[src/rps_pkg.sv]
// rps_pkg: constants and types for the radio subsystem power mode controller
// assumes a single 250 MHz system clock domain
package rps_pkg;
  // ---------------------------------------------------------------
  // subsystem modes
  // ---------------------------------------------------------------
  typedef enum logic [2:0] {
    RPS_DSLEEP = 3'h0,
    RPS_SLEEP  = 3'h1,
    RPS_IDLE   = 3'h2,
    RPS_TX     = 3'h3,
    RPS_RX     = 3'h4,
    RPS_OFF    = 3'h5
  } rps_mode_e;

  // chip-level power modes
  typedef enum logic [2:0] {
    RPS_CHIP_ACT   = 3'h0,
    RPS_CHIP_LPACT = 3'h1,
    RPS_CHIP_SLP   = 3'h2,
    RPS_CHIP_LPSLP = 3'h3,
    RPS_CHIP_DSLP  = 3'h4,
    RPS_CHIP_HIB   = 3'h5
  } rps_chip_e;

  // ---------------------------------------------------------------
  // rates, connection limit and reset mode
  // ---------------------------------------------------------------
  localparam int RPS_CLK_MHZ     = 250;
  localparam int RPS_TX_KBPS     = 2000;
  localparam int RPS_RX_KBPS     = 1000;
  localparam int RPS_TX_DIV      = (RPS_CLK_MHZ * 1000) / RPS_TX_KBPS;
  localparam int RPS_RX_DIV      = (RPS_CLK_MHZ * 1000) / RPS_RX_KBPS;
  localparam int RPS_MAX_CONN    = 4;
  localparam logic [2:0] RPS_RESET_MODE = 3'h0;
endpackage

[src/rps_ctrl.sv]
// rps_ctrl: power mode sequencer for the radio subsystem
// assumes firmware request pulses and pins synchronous to sys_clk except chip mode
`timescale 1ns/1ps
module rps_ctrl #(
  parameter int TX_DIV = rps_pkg::RPS_TX_DIV,
  parameter int RX_DIV = rps_pkg::RPS_RX_DIV
) (
  // clock and reset
  input  wire logic                sys_clk,
  input  wire logic                arst_n,
  // firmware request
  input  wire logic                req_valid,
  input  wire rps_pkg::rps_mode_e  req_mode,
  input  wire logic [2:0]          conn_req,
  // chip power mode, asynchronous
  input  wire logic [2:0]          chip_mode,
  // link layer datapath
  input  wire logic                tx_bit,
  input  wire logic                pkt_busy,
  output logic                     tx_bit_ready,
  output logic                     phy_tx_data,
  output logic                     phy_tx_strobe,
  input  wire logic                phy_rx_data,
  output logic                     ll_rx_data,
  output logic                     ll_rx_strobe,
  // gating outputs
  output logic                     high_freq_crystal_osc_en,
  output logic                     watch_osc_en,
  output logic                     radio_tx_en,
  output logic                     radio_rx_en,
  output logic                     core_clk_en,
  output logic                     ll_clk_en,
  output logic                     crypto_hw_en,
  output logic                     gpio_freeze,
  output logic                     ctx_retain,
  output logic                     wake_reset,
  output logic [2:0]               conn_limit,
  output rps_pkg::rps_mode_e       cur_mode
);
  import rps_pkg::*;

  // the serial dividers are 16 bits wide and need at least two states
  if (TX_DIV < 2 || RX_DIV < 2 || TX_DIV > 65535 || RX_DIV > 65535) begin : g_div_chk
    $error("rps_ctrl: divider out of range");
  end

  // ---------------------------------------------------------------
  // state
  // ---------------------------------------------------------------
  typedef struct packed {
    rps_mode_e   mode;
    rps_mode_e   pend;
    logic        pend_v;
    logic [2:0]  cs1;
    logic [2:0]  cs2;
    logic [2:0]  cs3;
    logic [2:0]  chip;
    logic        hib_seen;
    logic        wrst;
    logic [15:0] txc;
    logic [15:0] rxc;
    logic        txd;
    logic        txs;
    logic        rxd;
    logic        rxs;
    logic [2:0]  conn;
    logic [6:0]  outs;
  } rps_state_s;

  rps_state_s st_r;
  rps_state_s st_nxt;

  // legal transition check
  function automatic logic legal(input rps_mode_e f, input rps_mode_e t);
    case (t)
      RPS_TX:     legal = (f == RPS_IDLE);
      RPS_RX:     legal = (f == RPS_IDLE);
      RPS_IDLE,
      RPS_SLEEP,
      RPS_DSLEEP: legal = (f != RPS_OFF);
      default:    legal = 1'b0;
    endcase
  endfunction

  // mode to enables {hfx, wco, tx, rx, core, ll, crypto}
  function automatic logic [6:0] gates(input rps_mode_e m);
    case (m)
      RPS_DSLEEP: gates = 7'h20;
      RPS_SLEEP:  gates = 7'h60;
      RPS_IDLE:   gates = 7'h67;
      RPS_TX:     gates = 7'h77;
      RPS_RX:     gates = 7'h6f;
      default:    gates = 7'h00;
    endcase
  endfunction

  logic [2:0] chip_s;
  logic       hib;
  logic       retain;
  assign chip_s = st_r.chip;
  assign hib    = (chip_s == RPS_CHIP_HIB);
  assign retain = (chip_s == RPS_CHIP_DSLP);

  // ---------------------------------------------------------------
  // next state
  // ---------------------------------------------------------------
  always_comb begin
    st_nxt      = st_r;
    st_nxt.cs1  = chip_mode;
    st_nxt.cs2  = st_r.cs1;
    st_nxt.cs3  = st_r.cs2;
    if (st_r.cs2 == st_r.cs3) begin
      st_nxt.chip = st_r.cs3;
    end
    st_nxt.wrst = 1'b0;
    st_nxt.txs  = 1'b0;
    st_nxt.rxs  = 1'b0;
    if (hib) begin
      st_nxt.hib_seen = 1'b1;
      st_nxt.mode     = RPS_OFF;
      st_nxt.pend_v   = 1'b0;
    end else if (st_r.hib_seen) begin
      st_nxt.hib_seen = 1'b0;
      st_nxt.wrst     = 1'b1;
      st_nxt.mode     = RPS_DSLEEP;
    end else if (!retain) begin
      if (st_r.pend_v && !pkt_busy) begin
        st_nxt.mode   = st_r.pend;
        st_nxt.pend_v = 1'b0;
      end
      // judged against the mode in force next cycle, so a request that lands
      // as a pending one retires is kept and cannot skip the idle step
      if (req_valid && legal(st_nxt.mode, req_mode)) begin
        st_nxt.pend   = req_mode;
        st_nxt.pend_v = 1'b1;
        st_nxt.conn   = (conn_req > 3'(RPS_MAX_CONN)) ? 3'(RPS_MAX_CONN) : conn_req;
      end
    end
    st_nxt.outs = hib ? 7'h00 : gates(st_nxt.mode);
    // serial rates
    if (st_r.mode == RPS_TX) begin
      if (st_r.txc == 16'(TX_DIV - 1)) begin
        st_nxt.txc = 16'h0000;
        st_nxt.txd = tx_bit;
        st_nxt.txs = 1'b1;
      end else begin
        st_nxt.txc = st_r.txc + 16'h0001;
      end
    end else begin
      st_nxt.txc = 16'h0000;
    end
    if (st_r.mode == RPS_RX) begin
      if (st_r.rxc == 16'(RX_DIV - 1)) begin
        st_nxt.rxc = 16'h0000;
        st_nxt.rxd = phy_rx_data;
        st_nxt.rxs = 1'b1;
      end else begin
        st_nxt.rxc = st_r.rxc + 16'h0001;
      end
    end else begin
      st_nxt.rxc = 16'h0000;
    end
  end

  always_ff @(posedge sys_clk or negedge arst_n) begin
    if (!arst_n) begin
      st_r <= '0;
    end else begin
      st_r <= st_nxt;
    end
  end

  // ---------------------------------------------------------------
  // outputs
  // ---------------------------------------------------------------
  assign cur_mode                 = st_r.mode;
  assign high_freq_crystal_osc_en = st_r.outs[6];
  assign watch_osc_en             = st_r.outs[5];
  assign radio_tx_en              = st_r.outs[4];
  assign radio_rx_en              = st_r.outs[3];
  assign core_clk_en              = st_r.outs[2];
  assign ll_clk_en                = st_r.outs[1];
  assign crypto_hw_en             = st_r.outs[0];
  assign gpio_freeze              = st_r.hib_seen;
  assign ctx_retain               = retain;
  assign wake_reset               = st_r.wrst;
  assign conn_limit               = st_r.conn;
  assign phy_tx_data              = st_r.txd;
  assign phy_tx_strobe            = st_r.txs;
  assign ll_rx_data               = st_r.rxd;
  assign ll_rx_strobe             = st_r.rxs;
  assign tx_bit_ready             = (st_r.mode == RPS_TX) && (st_r.txc == 16'(TX_DIV - 1));
endmodule

[config.mk]
export PLATFORM = sky130hd
export DESIGN_NAME = rps_ctrl
export DESIGN_NICKNAME = d
export VERILOG_FILES = /design/src/rps_pkg.sv /design/src/rps_ctrl.sv
export SDC_FILE = /design/constraint.sdc
export NUM_CORES = 1
export LEC_CHECK = 0
export ABC_AREA = 0
export BUFFER_PORTS_ARGS = -buffer_cell sky130_fd_sc_hd__buf_4
export CAP_MARGIN = 5
export CORE_MARGIN = 2
export CORE_UTILIZATION = 30
export CTS_BUF_LIST = sky130_fd_sc_hd__clkbuf_8
export DETAILED_ROUTE_END_ITERATION = 16
export PLACE_DENSITY = 0.56
export SLEW_MARGIN = 20
export SYNTH_ARGS = -nofsm -noshare
export SYNTH_HDL_FRONTEND = slang
export SYNTH_SLANG_ARGS = --single-unit
[constraint.sdc]
create_clock -name sys_clk -period 3 [get_ports sys_clk]
set_input_delay 0.45 -clock sys_clk [delete_from_list [all_inputs] [get_ports sys_clk]]
set_output_delay 0.45 -clock sys_clk [all_outputs]
set_load 0.005 [all_outputs]
==> impl_results.md, run 1 <==
* Synth area leader: dfrtp_1
* Asr flop ratio synth at 100%
* Mapped Area at 3020 sq um
* Post-synth EDFFs at 0
* Post-DP HPWL at 3720 microns
* Initial Util at between 30 and 40%
* Prevailing post-synth register cell: dfrtp_1
* F_max at around 460 MHz
* I/O Pins at 36
* # H-tree levels at 3
* Post-CTS Hold Buffers at 0
* CP max FO at 5
* Die ar. at between 10,000 and 15,000 sq um
* Lkg Pwr at around 1.6 nW
* Most numerous cell in the Yosys netlist: dfrtp_1
* Via density at 4.46
* Slowest-stage cell, CP: dfrtp_1
* Initial DRC count at 76
* Setup TNS at 0 ps
* CTS tree: yes
* Wirelength per Cell at approximately 12 microns
* Worst Path Required at between 2000 and 3000 ps
* Startpoint Class: flip-flop
* Clock tree buffer depth at 2
* Setup Skew at between 8 and 9 ps
* Fin crit period at 2160 ps
* Worst slew pin tran at between 800 and 900 ps
* Yosys cell types at 47
* Drt first pass iters at 4
* Die Height at around 100 microns
* Syn Inst Count at approximately 270
* Diode count at 0
* P per Cell Area at between 600 and 700 nW/um^2
* Crit path DAT at around 1700 ps
* Top cells by area, synth: dfrtp_1 54%, nor2_1 6.2%, xor2_1 4.6%
* Post-Route WL at 5430 microns
* CTS Sinks at 65
* Final Hold Viols at 0
* Filler cell count at 986
* Crit share post-route at 71.9%
* Seq cells post-synth at 65
* Setup Buffers After CTS at 0
* Final Core Density at between 30% and 40%
* Latest clock arrival within the worst-skew pair at between 300 and 400 ps
* Largest net degree at the start of global routing at 66
* Relative slew slack at between 40% and 50%
* Post-synthesis sequential area ratio at a little over half
* Register area at between 1500 and 2000 sq um
* Initial antenna violation count at 0
* Post-route ant nets at 0
* Site Rows at 36
* Worst-path clk slew at approximately 70 ps
* Syn_area_per_cell at between 10 and 15 sq um
* I/O Buffers at 35
* CP peak stage delay at between 400 and 500 ps
* Final Setup Violations at 0
* Unrepaired setup endpoints after global routing: false
* Max-Cap Viols at 0
* Syn_nets at 291
* Total number of vias at 1,966
* Placer Congestion at 0.800
* Final nets at 322
* # resized after CTS at 0
* Min-Delay Path Class: input pin to asynchronous set/reset pin
* GRT overflow at 0
* Crit. End Element: output pin
* Area delta synth->final at 17.8%
* Yosys Warn Count at 0
* CTS Buf Count at 9
* GRT Overall Usage at a little over a tenth
* DRC viols at 0
* VDD IR-drop max at between 200 and 300 uV
* Overall power at around 0.0025 W
* Fraction of layout cells with a size suffix above 1 at between 20% and 30%
* Area of the core at ~10000 sq um
* Area of the multi-input gates at around 1300 sq um
* Top-area cell type share of the netlist area at a little over half
* Worst Setup Path Type: flip-flop to output pin
* Crit-path cells: nor4_1 -> and4b_1 -> nand3_1 -> nor2_1 -> buf_4
* First-pass GRT wire length at ~9500 microns
* Outcome: complete, no violations
* Max-slew violation count at 0
* Synth top cells by count: 65 x dfrtp_1, 50 x nor2_1, 18 x nand2_1
* Number of global-route vias before repair at slightly below 2,000
* Die width at 104 microns
* Clock tree root driver cell: clkbuf_8
-- where the power goes --
group | total, W | switching (W) | internal, W
Combinational | 0.000564 | 0.000264 | 0.000300
Clock | 0.000768 | 0.000323 | 0.000445
Sequential | 0.00114 | 0.000138 | 0.000998
Total | 0.00247 | 0.000725 | 0.00174
-- cells by family after synthesis --
family	Yosys count	synth area share, %
AOI/OAI and AO/OA	18	5.06
xor gates and xnor gates	31	9.00
adders and majority gates	4	1.66
buffers and inverters	23	4.32
DFF	65	53.9
muxes	16	6.89
and+or+nand+nor	115	19.1
-- state kept, by name (all words and copies together), names as in the netlist, 3 cells and up --
| name | cells |
|---|---|
| st_r | 39 |
| st_nxt | 6 |
| chip_s | 3 |
| conn_limit | 3 |
| cur_mode | 3 |
-- through the flow --
step	setup slack [ps]	area, sq um	std cells	hold WS [ps]
6_report	843	3550	441	206
5_1_grt	702	3550	441	205
4_1_cts	798	3550	441	207
3_5_place_dp	1100	3340	425	336
3_3_place_gp	1140	3340	425	337
2_1_floorplan	1240	3020	272	154
-- critical path: cells and delay by family, from the launching register on --
kind | cells | cell delay [ps]
simple gates | 4 | 790
flops | 1 | 430
buf+inv | 1 | 150
-- layout make-up --
class,instances,share of cell area (%)
Tap cell,133,4.68
Timing Repair Buffer,35,7.40
Sequential cell,65,45.8
Inverter,8,0.845
Clock inverter,4,1.20
Multi-Input combinational cell,184,35.4
Clock buffer,12,4.65
-- layer usage --
| metal | global-route usage (%) | up-vias | wire length, microns |
|---|---|---|---|
| met3 | 3.26 | 8 | 213 |
| met2 | 15.6 | 38 | 2420 |
| met1 | 15.0 | 943 | 2680 |
| met5 | 0 | - | 0 |
| met4 | 5.50 | 0 | 119 |
| li1 | - | 977 | - |
-- worst paths after layout --
path | startpoint | to | slack [ps] | depth (start not counted)
hold / removal | arst_n | st_r[28]$_DFF_PN0_ | 210 | 1
max in group asynchronous | arst_n | st_r[62]$_DFFE_PN0P_ | 2270 | 1
hold reg to reg | st_nxt[55]$_DFF_PN0_ | st_nxt[52]$_DFF_PN0_ | 350 | 0
setup reg to reg | cur_mode[0]$_DFF_PN0_ | conn_limit[2]$_DFFE_PN0P_ | 1180 | 5
setup / recovery | st_r[39]$_DFF_PN0_ | tx_bit_ready | 840 | 5
min in group sys_clk | chip_mode[2] | st_nxt[56]$_DFF_PN0_ | 220 | 1
-- layout by cell type (no fill, tap or decap), types with 2 or more instances in the layout --
cell / Yosys / final
and2_1: 2 / 2
and3_1: 2 / 2
and4_1: 4 / 4
buf_4: 8 / 35
clkbuf_8: 0 / 12
dfrtp_1: 65 / 65
ha_1: 4 / 4
inv_1: 8 / 10
mux2_2: 4 / 4
mux2_4: 6 / 6
mux2i_1: 5 / 5
nand2_1: 18 / 18
nand2b_1: 2 / 2
nand3_1: 12 / 12
nand3b_1: 4 / 4
nand4_1: 5 / 5
nor2_1: 50 / 50
nor2b_1: 3 / 3
nor3b_1: 2 / 2
nor4_1: 4 / 4
o21a_1: 3 / 3
o21ai_0: 3 / 3
xnor2_1: 15 / 15
xor2_1: 16 / 16
(Power assumes the default switching activity.)
==> inputs of run 2 (changes only) <==
--- a/config.mk
+++ b/config.mk
@@ -5,14 +5,14 @@
 export SDC_FILE = /design/constraint.sdc
 export NUM_CORES = 1
 export LEC_CHECK = 0
-export ABC_AREA = 0
+export ABC_AREA = 1
 export BUFFER_PORTS_ARGS = -buffer_cell sky130_fd_sc_hd__buf_4
 export CAP_MARGIN = 5
 export CORE_MARGIN = 2
 export CORE_UTILIZATION = 30
 export CTS_BUF_LIST = sky130_fd_sc_hd__clkbuf_8
 export DETAILED_ROUTE_END_ITERATION = 16
-export PLACE_DENSITY = 0.56
+export PLACE_DENSITY = 0.57
 export SLEW_MARGIN = 20
 export SYNTH_ARGS = -nofsm -noshare
 export SYNTH_HDL_FRONTEND = slang
==> constraint.sdc (replaced) <==
create_clock -name sys_clk -period 1.9 [get_ports sys_clk]
set_input_delay 0.285 -clock sys_clk [delete_from_list [all_inputs] [get_ports sys_clk]]
set_output_delay 0.285 -clock sys_clk [all_outputs]
set_load 0.005 [all_outputs]
==> impl_results.md, run 2 <==
* Initial Util at between 30% and 40%
* Worst Setup Path Type: flip-flop to output pin
* Hold Path Depth at 1
* Seq cells post-synth at 65
* CP peak stage delay at about 400 ps
* CTS tree: yes
* Number of global-route vias before repair at between 2,000 and 3,000
* Yosys cell types at 32
* Top-area cell type share of the netlist area at roughly half
* Top cells by area, synth: dfrtp_1 50%, nand2_1 11%, nor2_1 6.9%
* Filler cell count at 1,110
* Synth area leader: dfrtp_1
* Hold path endpoint: st_nxt[55]$_DFF_PN0_
* I/O Buffers at 35
* First-pass GRT wire length at ~11,000 microns
* Max-slew violation count at 0
* Site Rows at 37
* Register with the most flip-flops: st_r
* Syn Inst Count at between 300 and 400
* Lkg Pwr at 1.84 nW
* GRT overflow at 0
* Crit-path cells: inv_1 -> ha_2 -> nand3_2 -> nor4_2 -> nand2_1 -> nor2_2 -> buf_4
* Die width at roughly 110 microns
* Reg2Reg Setup Slack at between 300 and 400 ps
* Mapped Area at about 3200 sq um
* HP Start: chip_mode[1]
* Worst Path Required at roughly 1600 ps
* Latest clock arrival within the worst-skew pair at about 350 ps
* Pre-CTS setup slack at about 320 ps
* Final nets at roughly 450
* Most numerous cell in the Yosys netlist: nand2_1
* Asr flop ratio synth at 100%
* # H-tree levels at 3
* Diode count at 0
* I/O Pins at 36
* Via density at roughly 4.4
* Drt first pass iters at 4
* Fraction of layout cells with a size suffix above 1 at between 10% and 20%
* Wirelength per Cell at roughly 11 microns
* Crit path DAT at roughly 1600 ps
* Slowest-stage cell, CP: dfrtp_1
* Relative slew slack at approximately 66%
* DRC viols at 0
* Area of the core at roughly 10,000 sq um
* GRT Overall Usage at roughly an eighth
* Max-Cap Viols at 0
* Post-DP HPWL at between 4000 and 5000 microns
* Syn_area_per_cell at about 8.3 sq um
* Commonest non-fill, non-tap cells in the layout: 92 x nand2_1, 63 x dfrtp_1, 58 x nor2_1
* Crit. End Element: output pin
* Setup TNS at 0 ps
* Fin crit period at around 1800 ps
* Clock tree root driver cell: clkbuf_8
* Startpoint Class: flip-flop
* CTS Sinks at 65
* Die Height at about 110 microns
* Min-Delay Path Class: input pin to flip-flop
* Final Hold Viols at 0
* Initial antenna violation count at 0
* Placer Congestion at about 0.9
* Synth top cells by count: 92 x nand2_1, 65 x dfrtp_1, 59 x nor2_1
* Outcome: complete, no violations
* Clock tree buffer depth at 2
* Critical R2R Launch: st_r[31]$_DFF_PN0_
* Total number of vias at around 2,500
* F_max at 545 MHz
* Area delta synth->final at 21.1%
* Syn_nets at roughly 400
* CP max FO at 3
* Yosys Warn Count at 0
* Number of flip-flops under the largest register name at 39
* R2r worst-path depth at 7
* Hold WS at between 40 and 50 ps
* Setup Skew at about 6.5 ps
* Worst-path clk slew at roughly 70 ps
* P per Cell Area at approximately 1000 nW/um^2
* Post-Route WL at ~6300 microns
* CTS Buf Count at 9
* Unrepaired setup endpoints after global routing: true
* Post-synthesis sequential area ratio at 50.3%
* VDD IR-drop max at around 410 uV
* Post-synth EDFFs at 0
* Initial DRC count at 87
* Commonest non-fill, non-tap cell in the layout: nand2_1
* Final Setup Violations at 0
* Die ar. at approximately 12,000 sq um
* Worst slew pin tran at roughly 510 ps
* Crit share post-route at a little over nine tenths
* R2R Path End: st_r[37]$_DFF_PN0_
* Largest net degree at the start of global routing at 37
* Fin worst setup slack at roughly 65 ps
* Post-route ant nets at 0
* Prevailing post-synth register cell: dfrtp_1
-- run 2: changes by cell type after synthesis, moves of 5 or more --
cell / delta
nand2_1: +74
nor2_1: +9
inv_1: +38
mux2i_1: -5
xnor2_1: -9
mux2_4: -6
nand3_1: +24
-- run 2: how the worst max path moves through the flow --
stage | slack, ps | to | startpoint | cells past startpoint
6_report | 60 | tx_bit_ready | st_r[31]$_DFF_PN0_ | 7
3_5_place_dp | 320 | tx_bit_ready | st_r[30]$_DFF_PN0_ | 7
2_1_floorplan | 500 | tx_bit_ready | cur_mode[0]$_DFF_PN0_ | 5
4_1_cts | -20 | tx_bit_ready | st_r[31]$_DFF_PN0_ | 7
3_3_place_gp | 350 | tx_bit_ready | st_r[30]$_DFF_PN0_ | 7
5_1_grt | -50 | tx_bit_ready | st_r[31]$_DFF_PN0_ | 7
-- run 2: per-layer routing --
metal	global-route usage [%]	vias up	part of all wire, %
met4	7.23	0	2.7
li1	-	1302	-
met2	19.8	34	47
met3	3.21	13	2.9
met1	15.2	1177	47
met5	0	-	0
-- run 2: cells by family (layout without fill, tap and decap cells) --
logic type,count (synthesis),in the layout,synth area share [%]
and+or+nand+nor,227,227,32.9
AOI/OAI and AO/OA,14,14,2.48
adders and majority gates,4,4,1.55
buffers and inverters,59,107,7.82
xor gates and xnor gates,18,18,4.88
DFF,65,65,50.3
-- run 2: timing repair --
item	4_1_cts	5_1_grt
endpoints found under the setup margin	1	1
endpoints found under the hold margin	35	0
pin swaps	1	1
resized for setup	1	6
hold buffers	1	0
setup buffers	2	1
-- run 2: layout make-up --
class,instances,area [sq um],share of cell area [%]
tap,136,170,4.35
multi-input combinational,263,1370,35.1
timing repair buffer,41,323,8.25
clock buffer,10,138,3.52
inverter,50,188,4.80
sequential,65,1630,41.6
clock inverter,6,91.3,2.33
-- run 2: power breakdown --
part | switching (W) | total [W] | internal (W) | leakage [nW]
Sequential | 0.000155 | 0.00174 | 0.00158 | 0.843
Combinational | 0.000568 | 0.000968 | 0.000400 | 0.891
Clock | 0.000556 | 0.00133 | 0.000776 | 0.105
-- run 2: worst max-delay path: cells and delay by family, from the launching register on --
family / cells / cell delay [ps]
DFF: 1 / 400
adders and majority gates: 1 / 180
buffers and inverters: 2 / 180
and+or+nand+nor: 4 / 450
-- run 2: per-stage QoR --
stage	area, sq um	std cells	utilization [%]	total power (W)
after floorplan	3230	387	-	0.00241
after global placement	3630	551	35.0	0.00273
after detailed placement	3630	551	35.0	0.00273
after CTS	3890	570	37.5	0.00410
after global routing	3910	571	37.7	0.00434
final	3910	571	37.7	0.00404
==> inputs of run 3 (changes only) <==
--- a/config.mk
+++ b/config.mk
@@ -12,8 +12,8 @@
 export CORE_UTILIZATION = 30
 export CTS_BUF_LIST = sky130_fd_sc_hd__clkbuf_8
 export DETAILED_ROUTE_END_ITERATION = 16
+export MAX_ROUTING_LAYER = met4
 export PLACE_DENSITY = 0.57
-export SLEW_MARGIN = 20
 export SYNTH_ARGS = -nofsm -noshare
 export SYNTH_HDL_FRONTEND = slang
 export SYNTH_SLANG_ARGS = --single-unit
==> impl_results.md, run 3 (same netlist as run 2, synthesis figures left out) <==
* Post-route ant nets at 0
* F_max at between 500 and 600 MHz
* I/O Pins at 36
* CTS Sinks at between 60 and 70
* Wirelength per Cell at between 10 and 15 microns
* Relative slew slack at ~66%
* Commonest non-fill, non-tap cell in the layout: nand2_1
* CP peak stage delay at around 400 ps
* Final nets at ~450
* P per Cell Area at 1030 nW/um^2
* Crit share post-route at slightly below 100%
* Global-route track usage on met2 at about a fifth
* Die ar. at roughly 12,000 sq um
* Commonest non-fill, non-tap cells in the layout: 92 x nand2_1, 63 x dfrtp_1, 58 x nor2_1
* Switch Pwr at around 0.0013 W
* DRC viols at 0
* R2r worst-path depth at 7
* Fraction of layout cells with a size suffix above 1 at 19.1%
* First-pass GRT wire length at ~11,000 microns
* Max-Cap Viols at 0
* Drt first pass iters at 4
* Die width at 108 microns
* VDD IR-drop max at 408 uV
* GRT Overall Usage at around an eighth
* Area of the core at 10,400 sq um
* Final Setup Violations at 0
* Placer Congestion at 0.914
* Area of the multi-input gates at ~1400 sq um
* I/O Buffers at 35
* Largest net degree at the start of global routing at 37
* Final Hold Viols at 0
* Total number of vias at 2,526
* Sw frac at 31.8%
* Sequential group share of total power at between 40% and 50%
* Final Core Density at roughly 38%
* Worst path bufs/invs at 2
* DP Cell Count at between 500 and 600
* Family with the most delay on the worst path: simple AND/OR/NAND/NOR gates
* Worst Path Required at between 1500 and 2000 ps
* Die Height at 108 microns
* Via density at roughly 4.4
* # H-tree levels at 3
* Diode count at 0
* Crit. End Element: output pin
* Crit path DAT at about 1600 ps
* GRT overflow at 0
* Unrepaired setup endpoints after global routing: true
* Most crowded layer after global routing: met2
* Slowest-stage cell, CP: dfrtp_1
* CTS Buf Count at 9
* Latest clock arrival within the worst-skew pair at roughly 350 ps
* Post-Route WL at roughly 6300 microns
* Final std cells w/o fill at 571
* Clock tree buffer depth at 2
* Clock tree root driver cell: clkbuf_8
* Hold Path Depth at 1
* Worst-path clk slew at roughly 70 ps
* Worst slew pin tran at roughly 510 ps
* Post-DP HPWL at 4670 microns
* Area delta synth->final at 21.1%
* Number of global-route vias before repair at 2,557
* Register with the most flip-flops: st_r
* Power share of the clock group at between 30% and 40%
* Setup Skew at ~6.6 ps
* Filler cell count at 1,110
* Max-slew violation count at 0
* Crit-path cells: inv_1 -> ha_2 -> nand3_2 -> nor4_2 -> nand2_1 -> nor2_2 -> buf_4
* Startpoint Class: flip-flop
* Register area at roughly 1600 sq um
* Worst Setup Path Type: flip-flop to output pin
* Setup TNS at 0 ps
* Initial antenna violation count at 0
* Pint at 0.00276 W
* CP max FO at 3
* CTS tree: yes
* Site Rows at 37
* Number of flip-flops under the largest register name at 39
* Fin crit period at around 1800 ps
* Initial Util at between 30% and 40%
* Outcome: complete, no violations
* Lkg Pwr at 1.84 nW
* Logic pwr share at between 20% and 30%
* Crit path depth at 7
* Met3 Use GR at 2.48%
* Min-Delay Path Class: input pin to flip-flop
* Met1 Use GR at between 10% and 20%
* Initial DRC count at ~100
[run 3: layout make-up]
cell class	count	area share [%]
Sequential cell	65	41.6
Multi-Input combinational cell	263	35.1
Timing Repair Buffer	41	8.25
Inverter	50	4.80
Tap cell	136	4.35
Clock buffer	10	3.52
Clock inverter	6	2.33
[run 3: path summary, 6_finish.rpt]
path,startpoint,to,slack [ps]
min in group asynchronous,arst_n,st_r[34]$_DFF_PN0_,430
max in group asynchronous,arst_n,st_r[15]$_DFF_PN0_,950
worst min register to register,st_nxt[55]$_DFF_PN0_,st_nxt[52]$_DFF_PN0_,350
worst max-delay path,st_r[31]$_DFF_PN0_,tx_bit_ready,60
worst max register to register,st_r[31]$_DFF_PN0_,st_r[37]$_DFF_PN0_,340
worst min-delay path,chip_mode[1],st_nxt[55]$_DFF_PN0_,40
[run 3: timing repair]
item | 4_1_cts | 5_1_grt
setup endpoints to repair | 1 | 1
hold endpoints to repair | 35 | 0
gates resized for setup | 1 | 6
buffers inserted | 2 | 1
hold buffers | 1 | 0
pin swaps | 1 | 1
[run 3: power by group through the flow]
stage	clock network (W)	registers (W)	logic [W]
floorplan	0	0.00174	0.000669
global placement	0	0.00176	0.000968
detailed placement	0	0.00177	0.000961
CTS	0.00138	0.00174	0.000984
global route	0.00144	0.00178	0.00112
finish	0.00134	0.00174	0.000968
[run 3: per-stage QoR]
step	area (sq um)	power (W)	hold WS (ps)	worst slack (ps)
after floorplan	3230	0.00241	-10.6	499
after global placement	3630	0.00273	279	347
after detailed placement	3630	0.00273	277	319
after CTS	3890	0.00410	20.7	-19.6
after global routing	3910	0.00434	15.7	-47.0
final	3910	0.00404	38.3	60.5
[run 3: routing by layer]
metal,up-vias,wire [microns]
li1,1301,-
met1,1174,2970
met2,34,2950
met3,17,167
met4,0,204
met5,-,0
